## config.mk

```make
export PLATFORM = sky130hd
export DESIGN_NAME = rtcg_core
export DESIGN_NICKNAME = d
export VERILOG_FILES = /design/src/logic/rtcg_core.v
export VERILOG_INCLUDE_DIRS = /design/src /design/src/logic
export SDC_FILE = /design/constraint.sdc
export NUM_CORES = 1
export LEC_CHECK = 0
export ABC_AREA = 1
export BUFFER_PORTS_ARGS = -buffer_cell sky130_fd_sc_hd__buf_4
export CORE_MARGIN = 5
export CORE_UTILIZATION = 45
export CTS_CLUSTER_DIAMETER = 100
export CTS_CLUSTER_SIZE = 16
export DETAILED_ROUTE_END_ITERATION = 7
export PLACE_DENSITY = 0.71
export SETUP_SLACK_MARGIN = 0.02
export SLEW_MARGIN = 25
export SYNTH_ARGS = -nofsm -noshare
export SYNTH_HDL_FRONTEND = slang
export SYNTH_SLANG_ARGS = --single-unit
```

## constraint.sdc

```tcl
create_clock -name clk -period 4.7 [get_ports clk]
set_clock_uncertainty 0.05 [all_clocks]
set_input_delay 0.705 -clock clk [delete_from_list [all_inputs] [get_ports clk]]
set_output_delay 0.705 -clock clk [all_outputs]
set_load 0.01 [all_outputs]
```

## src/logic/rtcg_regs.vh

```
// register map, field positions and reset values of the calendar clock register group
`ifndef RTCG_REGS_VH
`define RTCG_REGS_VH

// ============================================================
// offsets
`define RTCG_OFS_SHD_TIME   8'h00
`define RTCG_OFS_SHD_DATE   8'h04
`define RTCG_OFS_CTRL       8'h08
`define RTCG_OFS_STAT       8'h0C
`define RTCG_OFS_PSC        8'h10
`define RTCG_OFS_WUT        8'h14
`define RTCG_OFS_ALM0       8'h1C
`define RTCG_OFS_ALM1       8'h20
`define RTCG_OFS_WPK        8'h24
`define RTCG_OFS_SS         8'h28
`define RTCG_OFS_SHIFT      8'h2C
`define RTCG_OFS_TS_TIME    8'h30
`define RTCG_OFS_TS_DATE    8'h34

// ============================================================
// reset values
`define RTCG_RST_PSC        32'h007F00FF
`define RTCG_RST_WUT        16'hFFFF

// ============================================================
// control fields
`define RTCG_CTL_WCS_HI     2
`define RTCG_CTL_BYPASS     5
`define RTCG_CTL_ALM0_EN    8
`define RTCG_CTL_WUT_EN     10
`define RTCG_CTL_TS_EN      11
`define RTCG_CTL_MASK       32'h00000F27

// ============================================================
// status fields
`define RTCG_ST_ALM0_WOK    0
`define RTCG_ST_WUT_WOK     2
`define RTCG_ST_SHIFT_PEND  3
`define RTCG_ST_SYNC        5
`define RTCG_ST_INIT_F      6
`define RTCG_ST_INIT_REQ    7
`define RTCG_ST_ALM0_F      8
`define RTCG_ST_WUT_F       10
`define RTCG_ST_TS_F        11

// ============================================================
// prescaler, alarm, shift and stamp fields
`define RTCG_PSC_A_HI       22
`define RTCG_PSC_A_LO       16
`define RTCG_PSC_S_HI       14
`define RTCG_ALM_MSK_DAY    31
`define RTCG_ALM_WDAY_SEL   30
`define RTCG_ALM_MSK_HOUR   23
`define RTCG_ALM_PM         22
`define RTCG_ALM_MSK_MIN    15
`define RTCG_ALM_MSK_SEC    7
`define RTCG_SH_ADD_SEC     31
`define RTCG_TIME_MASK      32'h007F7F7F
`define RTCG_DATE_MASK      32'h0000FF3F

`endif

```

## src/logic/rtcg_core.v

```verilog
// calendar clock register group: prescaler, wakeup timer, alarms, shift, stamp
//
// Notes on behaviour
// - status bit 2 reads 1 when the wakeup reload may be written
// - each alarm write-ok flag sets once its alarm enable is cleared
// - first stage tick = rtc input ticks divided by async factor plus one
// - seconds tick = first stage ticks divided by sync factor plus one
// - wakeup flag sets every reload plus one periods of the wakeup clock
// - wakeup reload accepts writes only while its write-ok flag is 1
// - alarm mask bits drop day, hour, minute, second from the comparison
// - weekday select makes day units a weekday and ignores day tens
// - alarms hold bcd tens and units of day, hour, minute, second
// - bit 22 is the afternoon flag in alarms and the stamp time
// - prescaler and alarms accept writes only in initialization state
// - an 8-bit key field governs write protection of protected registers
// - sub-second readout returns the synchronous down-counter
// - fraction of second is (sync factor minus count) over (sync factor plus one)
// - system reset clears sub-second count unless shadow bypass is set
// - shift control accepts writes only while no shift is pending
// - written fraction is added to the synchronous down-counter
// - add-one-second with a fraction advances the clock by one minus fraction
// - any write to shift control clears the shadow sync flag
// - stamp flag set captures calendar time and date into stamp registers
// - clearing the stamp flag clears both stamp registers
// - wakeup clock is rtc/16, /8, /4, /2, or seconds, optionally plus 2^16
// - init request enters a flagged initialization state where counting stops
// - shift pending reads 1 until a requested shift is carried out
// - with shadow bypass the calendar reads return live counters
//
// Strobed register access was decided locally.
`timescale 1ns/1ps
`include "rtcg_regs.vh"

module rtcg_core #(
    parameter [7:0] KEY_FIRST  = 8'hA5,  // arbitrary unlock pair
    parameter [7:0] KEY_SECOND = 8'h5A
) (
    // clock and resets
    input  wire        clk,
    input  wire        rst,
    input  wire        sys_rst,
    // register port
    input  wire [7:0]  bus_addr,
    input  wire [31:0] bus_wdata,
    input  wire        bus_wr,
    input  wire        bus_rd,
    output reg  [31:0] bus_rdata,
    // clock source and events
    input  wire        rtc_input_clock,
    input  wire        timestamp_event,
    // live calendar from the counters outside
    input  wire [31:0] cal_time,
    input  wire [31:0] cal_date,
    // ticks and flags toward the calendar
    output reg         first_stage_clock,
    output reg         seconds_clock,
    output reg         add_second_pulse,
    output wire        init_state_flag,
    output wire        wakeup_flag,
    output wire        alarm_flags_any
);

// ============================================================
// registers
reg  [31:0] ctrl_r;
reg  [31:0] psc_r;
reg  [15:0] wakeup_reload_value_r;
reg  [31:0] alarm_r [0:1];
reg         unlock_r;
reg         key_half_r;
reg         init_request_r;
reg         init_state_r;
reg  [1:0]  alarm_write_ok_r;
reg         wakeup_write_ok_r;
reg  [1:0]  alarm_flag_r;
reg  [1:0]  alarm_hit_d_r;
reg         wakeup_flag_r;
reg         timestamp_flag_r;
reg         shift_pending_r;
reg         add_one_second_r;
reg  [14:0] fraction_shift_r;
reg         shadow_sync_flag_r;
reg         sync_phase_r;
reg  [31:0] shd_time_r;
reg  [31:0] shd_date_r;
reg  [31:0] ts_time_r;
reg  [31:0] ts_date_r;
reg  [6:0]  async_cnt_r;
reg  [15:0] subsecond_value_r;
reg  [3:0]  rtc_div_r;
reg  [16:0] wakeup_cnt_r;

wire [2:0]  wakeup_clock_select = ctrl_r[`RTCG_CTL_WCS_HI:0];
wire        shadow_bypass       = ctrl_r[`RTCG_CTL_BYPASS];
wire [1:0]  alarm_enable        = ctrl_r[`RTCG_CTL_ALM0_EN+1:`RTCG_CTL_ALM0_EN];
wire        wakeup_enable       = ctrl_r[`RTCG_CTL_WUT_EN];
wire        timestamp_enable    = ctrl_r[`RTCG_CTL_TS_EN];
wire [6:0]  factor_a            = psc_r[`RTCG_PSC_A_HI:`RTCG_PSC_A_LO];
wire [14:0] factor_s            = psc_r[`RTCG_PSC_S_HI:0];

// ============================================================
// decode
function sel;
    input [7:0] addr;
    input [7:0] ofs;
    begin
        sel = (addr == ofs);
    end
endfunction

// alarm comparison against the live calendar
function alarm_hit;
    input [31:0] alm;
    input [31:0] tm;
    input [31:0] dt;
    reg          day_ok;
    begin
        if (alm[`RTCG_ALM_WDAY_SEL]) begin
            day_ok = (alm[27:24] == {1'b0, dt[15:13]});
        end else begin
            day_ok = (alm[29:24] == dt[5:0]);
        end
        alarm_hit = (alm[`RTCG_ALM_MSK_DAY] | day_ok) &
                    (alm[`RTCG_ALM_MSK_HOUR] | (alm[22:16] == tm[22:16])) &
                    (alm[`RTCG_ALM_MSK_MIN] | (alm[14:8] == tm[14:8])) &
                    (alm[`RTCG_ALM_MSK_SEC] | (alm[6:0] == tm[6:0]));
    end
endfunction

wire wr_ctrl   = bus_wr & sel(bus_addr, `RTCG_OFS_CTRL) & unlock_r;
wire wr_stat   = bus_wr & sel(bus_addr, `RTCG_OFS_STAT);
wire wr_psc    = bus_wr & sel(bus_addr, `RTCG_OFS_PSC) & unlock_r & init_state_r;
wire wr_wut    = bus_wr & sel(bus_addr, `RTCG_OFS_WUT) & unlock_r & wakeup_write_ok_r;
wire wr_alm0   = bus_wr & sel(bus_addr, `RTCG_OFS_ALM0) & unlock_r & init_state_r;
wire wr_alm1   = bus_wr & sel(bus_addr, `RTCG_OFS_ALM1) & unlock_r & init_state_r;
wire wr_key    = bus_wr & sel(bus_addr, `RTCG_OFS_WPK);
wire shift_hit = bus_wr & sel(bus_addr, `RTCG_OFS_SHIFT);
wire wr_shift  = shift_hit & unlock_r & ~shift_pending_r;

// ============================================================
// prescaler chain
// the rtc source is a one-cycle tick, so both stages stay in the clk domain
wire apre_tick = rtc_input_clock & ~init_state_r & (async_cnt_r == 7'h00);
wire spre_tick = apre_tick & (subsecond_value_r == 16'h0000);

always @(posedge clk) begin
    if (rst) begin
        async_cnt_r       <= 7'h7F;
        subsecond_value_r <= 16'h0000;
        first_stage_clock <= 1'b0;
        seconds_clock     <= 1'b0;
        add_second_pulse  <= 1'b0;
    end else begin
        first_stage_clock <= apre_tick;
        seconds_clock     <= spre_tick;
        add_second_pulse  <= 1'b0;
        if (init_state_r) begin
            async_cnt_r <= factor_a;
        end else if (rtc_input_clock) begin
            if (async_cnt_r == 7'h00) begin
                async_cnt_r <= factor_a;
            end else begin
                async_cnt_r <= async_cnt_r - 7'h01;
            end
        end
        if (sys_rst & ~shadow_bypass) begin
            subsecond_value_r <= 16'h0000;
        end else if (init_state_r) begin
            subsecond_value_r <= {1'b0, factor_s};
        end else if (apre_tick & shift_pending_r) begin
            // the shift lands on a prescaler step so no edge is lost
            subsecond_value_r <= subsecond_value_r + {1'b0, fraction_shift_r};
            add_second_pulse  <= add_one_second_r;
        end else if (apre_tick) begin
            if (subsecond_value_r == 16'h0000) begin
                subsecond_value_r <= {1'b0, factor_s};
            end else begin
                subsecond_value_r <= subsecond_value_r - 16'h0001;
            end
        end
    end
end

// ============================================================
// wakeup timer
function wut_tick;
    input [2:0] wcs;
    input [3:0] div;
    input       rtc;
    input       spre;
    begin
        case (wcs)
            3'h0: wut_tick = rtc & (div == 4'hF);
            3'h1: wut_tick = rtc & (div[2:0] == 3'h7);
            3'h2: wut_tick = rtc & (div[1:0] == 2'h3);
            3'h3: wut_tick = rtc & div[0];
            default: wut_tick = spre;
        endcase
    end
endfunction

wire        wakeup_clock = wut_tick(wakeup_clock_select, rtc_div_r, rtc_input_clock, spre_tick);
wire [16:0] wut_load     = {wakeup_clock_select[2] & wakeup_clock_select[1], wakeup_reload_value_r};
wire        wut_fire     = wakeup_enable & wakeup_clock & (wakeup_cnt_r == 17'h00000);

always @(posedge clk) begin
    if (rst) begin
        rtc_div_r         <= 4'h0;
        wakeup_cnt_r      <= 17'h0FFFF;
        wakeup_write_ok_r <= 1'b1;
        alarm_write_ok_r  <= 2'b11;
    end else begin
        if (rtc_input_clock) begin
            rtc_div_r <= rtc_div_r + 4'h1;
        end
        wakeup_write_ok_r <= ~wakeup_enable;
        alarm_write_ok_r  <= ~alarm_enable;
        if (~wakeup_enable) begin
            wakeup_cnt_r <= wut_load;
        end else if (wakeup_clock) begin
            if (wakeup_cnt_r == 17'h00000) begin
                wakeup_cnt_r <= wut_load;
            end else begin
                wakeup_cnt_r <= wakeup_cnt_r - 17'h00001;
            end
        end
    end
end

// ============================================================
// alarms
wire [1:0] alarm_hit_now;
genvar gi;
generate
    for (gi = 0; gi < 2; gi = gi + 1) begin : g_alarm
        assign alarm_hit_now[gi] = alarm_enable[gi] & alarm_hit(alarm_r[gi], cal_time, cal_date);
    end
endgenerate
wire [1:0] alarm_set = alarm_hit_now & ~alarm_hit_d_r;

// ============================================================
// status, key, control and configuration writes
wire ts_set   = timestamp_event & timestamp_enable;
wire ts_clear = wr_stat & ~bus_wdata[`RTCG_ST_TS_F] & ~ts_set;

always @(posedge clk) begin
    if (rst) begin
        ctrl_r                <= 32'h00000000;
        psc_r                 <= `RTCG_RST_PSC;
        wakeup_reload_value_r <= `RTCG_RST_WUT;
        alarm_r[0]            <= 32'h00000000;
        alarm_r[1]            <= 32'h00000000;
        unlock_r              <= 1'b0;
        key_half_r            <= 1'b0;
        init_request_r        <= 1'b0;
        init_state_r          <= 1'b0;
        alarm_flag_r          <= 2'b00;
        alarm_hit_d_r         <= 2'b00;
        wakeup_flag_r         <= 1'b0;
        timestamp_flag_r      <= 1'b0;
        shift_pending_r       <= 1'b0;
        add_one_second_r      <= 1'b0;
        fraction_shift_r      <= 15'h0000;
        ts_time_r             <= 32'h00000000;
        ts_date_r             <= 32'h00000000;
    end else begin
        // key: the pair unlocks, anything else locks again
        if (wr_key) begin
            key_half_r <= (bus_wdata[7:0] == KEY_FIRST);
            unlock_r   <= key_half_r & (bus_wdata[7:0] == KEY_SECOND);
        end
        if (wr_ctrl) begin
            ctrl_r <= bus_wdata & `RTCG_CTL_MASK;
        end
        if (wr_psc) begin
            psc_r <= {9'h000, bus_wdata[`RTCG_PSC_A_HI:`RTCG_PSC_A_LO], 1'b0, bus_wdata[`RTCG_PSC_S_HI:0]};
        end
        if (wr_wut) begin
            wakeup_reload_value_r <= bus_wdata[15:0];
        end
        if (wr_alm0) begin
            alarm_r[0] <= bus_wdata;
        end
        if (wr_alm1) begin
            alarm_r[1] <= bus_wdata;
        end
        if (wr_stat & unlock_r) begin
            init_request_r <= bus_wdata[`RTCG_ST_INIT_REQ];
        end
        init_state_r  <= init_request_r;
        alarm_hit_d_r <= alarm_hit_now;
        // hardware set wins over a software clear in the same cycle
        alarm_flag_r  <= alarm_set |
                         (alarm_flag_r & ~({2{wr_stat}} & ~bus_wdata[`RTCG_ST_ALM0_F+1:`RTCG_ST_ALM0_F]));
        wakeup_flag_r <= wut_fire | (wakeup_flag_r & ~(wr_stat & ~bus_wdata[`RTCG_ST_WUT_F]));
        if (ts_set) begin
            timestamp_flag_r <= 1'b1;
            if (~timestamp_flag_r) begin
                ts_time_r <= cal_time & `RTCG_TIME_MASK;
                ts_date_r <= cal_date & `RTCG_DATE_MASK;
            end
        end else if (ts_clear) begin
            timestamp_flag_r <= 1'b0;
            ts_time_r        <= 32'h00000000;
            ts_date_r        <= 32'h00000000;
        end
        if (wr_shift) begin
            shift_pending_r  <= 1'b1;
            add_one_second_r <= bus_wdata[`RTCG_SH_ADD_SEC];
            fraction_shift_r <= bus_wdata[14:0];
        end else if (apre_tick) begin
            shift_pending_r  <= 1'b0;
        end
    end
end

// ============================================================
// shadow copies of the calendar
always @(posedge clk) begin
    if (rst) begin
        shadow_sync_flag_r <= 1'b0;
        sync_phase_r       <= 1'b0;
        shd_time_r         <= 32'h00000000;
        shd_date_r         <= 32'h00000000;
    end else begin
        if (rtc_input_clock) begin
            sync_phase_r <= ~sync_phase_r;
        end
        if (shift_hit | init_request_r | shift_pending_r | shadow_bypass) begin
            shadow_sync_flag_r <= 1'b0;
        end else if (rtc_input_clock & sync_phase_r) begin
            shadow_sync_flag_r <= 1'b1;
            shd_time_r         <= cal_time & `RTCG_TIME_MASK;
            shd_date_r         <= cal_date & `RTCG_DATE_MASK;
        end else if (wr_stat & ~bus_wdata[`RTCG_ST_SYNC]) begin
            shadow_sync_flag_r <= 1'b0;
        end
    end
end

// ============================================================
// read port
wire [31:0] status_word = {20'h00000, timestamp_flag_r, wakeup_flag_r, alarm_flag_r,
                           init_request_r, init_state_r, shadow_sync_flag_r, 1'b0,
                           shift_pending_r, wakeup_write_ok_r, alarm_write_ok_r[1],
                           alarm_write_ok_r[0]};
reg  [31:0] rd_nxt;

always @* begin
    case (bus_addr)
        `RTCG_OFS_SHD_TIME: rd_nxt = shadow_bypass ? (cal_time & `RTCG_TIME_MASK) : shd_time_r;
        `RTCG_OFS_SHD_DATE: rd_nxt = shadow_bypass ? (cal_date & `RTCG_DATE_MASK) : shd_date_r;
        `RTCG_OFS_CTRL:     rd_nxt = ctrl_r;
        `RTCG_OFS_STAT:     rd_nxt = status_word;
        `RTCG_OFS_PSC:      rd_nxt = psc_r;
        `RTCG_OFS_WUT:      rd_nxt = {16'h0000, wakeup_reload_value_r};
        `RTCG_OFS_ALM0:     rd_nxt = alarm_r[0];
        `RTCG_OFS_ALM1:     rd_nxt = alarm_r[1];
        // software derives the second fraction from these two values
        `RTCG_OFS_SS:       rd_nxt = {16'h0000, subsecond_value_r};
        `RTCG_OFS_TS_TIME:  rd_nxt = ts_time_r;
        `RTCG_OFS_TS_DATE:  rd_nxt = ts_date_r;
        default:            rd_nxt = 32'h00000000;
    endcase
end

always @(posedge clk) begin
    if (rst) begin
        bus_rdata <= 32'h00000000;
    end else begin
        bus_rdata <= bus_rd ? rd_nxt : 32'h00000000;
    end
end

assign init_state_flag = init_state_r;
assign wakeup_flag     = wakeup_flag_r;
assign alarm_flags_any = |alarm_flag_r;

endmodule

```

==> metrics.md <==
| Metric | Value |
|---|---|
| Worst EP arrival | around 3.5 ns |
| Post-synthesis sequential area ratio | 0.428 |
| Largest net degree at the start of global routing | 72 |
| CTS tree | done |
| Crit-path cells | inv_1 > ha_1 > nand2_1 > nor2_1 > nand2_1 > inv_1 > nand4_1 > nand3_1 > buf_4 > inv_1 > o21ai_0 > nand3_1 |
| CP Data Required Time | 5.05 ns |
| DRC | 0 |
| P_leak | 7.40 nW |
| Clk buf depth | 3 |
| Routed WL | 50700 um |
| DRT Pass-1 Iters | 6 |
| Antenna Nets Post-Route | 0 |
| Status | finished clean |
| Initial antenna violation count | 0 |
| CP max FO | 22 |
| Final period utilization | 0.662 |
| Syn Inst Count | roughly 2100 |
| Min Tclk post-route | 3.11 ns |
| Post-Syn Nets | 2223 |
| Yosys cell types | 42 |
| Final Non-Filler Cells | 2627 |
| Via count | 14704 |
| Layout area overhead | 13.1% |
| Hold Path Class | input pin to register |
| I/O Buffers | 119 |
| Drt wl/cell | 19.3 um |
| Max cap viols | 0 |
| Global-route usage over all layers | 0.258 |
| CP peak stage delay | 0.43 ns |
| Via density | 5.60 |
| Setup TNS | 0 ns |
| Fmax | 0.321 GHz |
| Worst skew pair latency | 0.56 ns |
| Gr ovfl total | 0 |
| Post-CTS Setup Bufs | 0 |
| Total CTS buffers | 23 |
| Die area | 37400 um^2 |
| Starting Density | 0.453 |
| ANT cells | 0 |
| PwrDens | 286 nW/um^2 |
| Gpl congestion | 0.951 |
| Final nets | 2300 |
| Worst path bufs/invs | 4 |
| Hold Buf Count CTS | 0 |
| Crit end category | register |
| First-pass GRT wire length | 77900 um |
| DRT iter0 DRCs | 1616 |
| Vias in the first global route | roughly 14000 |
| Row Count | between 60 and 70 |
| Root Buffer | clkbuf_16 |
| Hold Fails Final Rpt | 0 |
| Post-DP HPWL | 37000 um |
| Ys Warns | 0 |
| Layout cell share with drive strength beyond 1 | 0.0987 |
| # setup viols final | 0 |
| Synth Cell Area | approximately 15000 um^2 |
| Syn_area_per_cell | 7.24 um^2 |
| Cell family with most CP delay | simple AND/OR/NAND/NOR gates |
| Yosys reg bits | ~290 |
| Unrepaired setup endpoints after global routing | no |
| Clock-pin transition on the worst setup and hold timing paths | around 0.08 ns |
| Clock sink count | around 290 |
| Area of the core | 33400 um^2 |
| VDD IR max | 0.331 mV |
| Critical path class | register to register |
| Htree depth | 1 |
| Slowest cell on crit path | inv_1 |
| DIE WIDTH | a little under 200 um |
| Setup crit start kind | register |
| Most frequent cell on the critical path | inv_1 |
| Slew Limit Fails | 0 |
| Placed Instances | around 2600 |
| IO Count | 149 |
| Slew HR | 0.466 |
| Number of gates resized after cts | 0 |
| Die height | slightly below 200 um |
| Least-Margin Pin Slew | 0.799 ns |
## cells in the final DEF (no fill, tap or decap), types with 3 or more instances in the layout
cell type,n
a21oi_1,178
a21oi_2,10
nor3_1,25
nor4_1,6
nor2_1,177
o22ai_1,27
clkbuf_16,23
o221ai_1,3
nand3_1,161
xor2_1,43
nor3_2,3
buf_4,144
nand2_1,452
ha_1,22
xnor2_1,28
o21ai_0,150
clkbuf_1,10
and3_1,3
o211ai_1,62
a31oi_1,6
inv_1,277
or2_2,7
a22o_1,6
dfxtp_1,226
o2111ai_1,4
nand2_2,4
inv_2,6
edfxtp_1,64
nand4_1,23
nor2_2,5
## metal layers
layer	vias up	GRT usage	wire length (um)
li1	7034	-	-
met1	6879	0.351	21400
met2	674	0.426	23100
met3	117	0.0370	4190
met4	0	0.0837	2000
met5	-	0	0
## stage by stage
step	cell area, um^2	setup WS [ns]	util	hold slack (ns)	power (mW)
after global routing	17100	1.39	0.513	0.331	5.04
final	17100	1.59	0.513	0.330	4.89
after floorplan	15100	0.574	-	0.339	2.82
after global placement	16400	1.50	0.491	0.382	2.97
after CTS	17100	1.62	0.513	0.316	4.91
after detailed placement	16400	1.50	0.491	0.387	2.97
## worst min-delay path: stages
cell,delay [ns]
buf_4,0.09
nand2_1,0.05
o211ai_1,0.06
## cells in the mapped netlist
library cell	instances	area [um^2]
xnor2_1	28	245
o31ai_1	1	7.51
nor3_2	3	30.0
buf_1	1	3.75
nor2_1	178	668
a31oi_1	6	37.5
o2bb2ai_1	2	17.5
o2111ai_1	4	35.0
a21oi_2	10	87.6
inv_2	6	22.5
o22ai_1	27	169
nand2_1	452	1700
o211ai_1	62	465
dfxtp_1	227	4540
nand4_1	23	144
xor2_1	43	377
nand4_2	1	12.5
nor2_2	4	25.0
nor3b_1	1	7.51
and2_1	2	12.5
a211oi_1	1	7.51
a41oi_1	1	8.76
nor4_1	6	37.5
a22o_1	6	52.6
o21ai_0	152	761
nand3_1	162	811
buf_2	25	125
buf_4	6	45.0
edfxtp_1	64	1920
o221ai_1	3	26.3
nand3b_1	1	7.51
a21oi_1	178	891
and3_1	3	18.8
clkbuf_1	60	225
or2_2	7	43.8
clkinv_1	1	3.75
nor3_4	2	32.5
nand2_2	4	25.0
nor3_1	25	125
fa_1	1	20.0
ha_1	22	275
inv_1	278	1040
## flip-flops by register name, indices dropped and copies added, names as in the netlist, 16 cells and up
register	count
wakeup_cnt_r	17
bus_rdata	32
alarm_r	64
shd_time_r	21
wakeup_reload_value_r	16
ts_time_r	21
subsecond_value_r	16
psc_r	22
## power breakdown
group          leakage [nW]  switching [mW]  internal (mW)
Sequential             2.50          0.0259           2.59
Clock                 0.340           0.971          0.995
Combinational          4.56           0.197          0.108
## cell type report
type | instances | area [um^2]
Inverter | 285 | 1070
Clock inverter | 4 | 82.6
Tap cell | 448 | 561
Fill cell | 3323 | 16300
Sequential cell | 291 | 6470
Clock buffer | 34 | 627
Timing Repair Buffer | 144 | 1080
Multi-Input combinational cell | 1421 | 7210
## final timing paths
check	from	end	slack [ns]	cells after the start
setup / recovery	async_cnt_r[0]	wakeup_cnt_r[11]	1.59	12
hold / removal	bus_wdata[16]	psc_r[16]	0.33	3
setup reg to reg	async_cnt_r[0]	wakeup_cnt_r[11]	1.59	12
hold reg to reg	ctrl_r[9]	alarm_write_ok_r[1]	0.39	1
## logic make-up after synthesis
logic type,after synthesis,synth area share
AOI/OAI and AO/OA,453,0.170
xor gates and xnor gates,71,0.0411
adders and majority gates,23,0.0195
buffers and inverters,377,0.0972
DFF,291,0.428
and+or+nand+nor,874,0.245
Note: power is estimated with default switching activity, not from simulation.
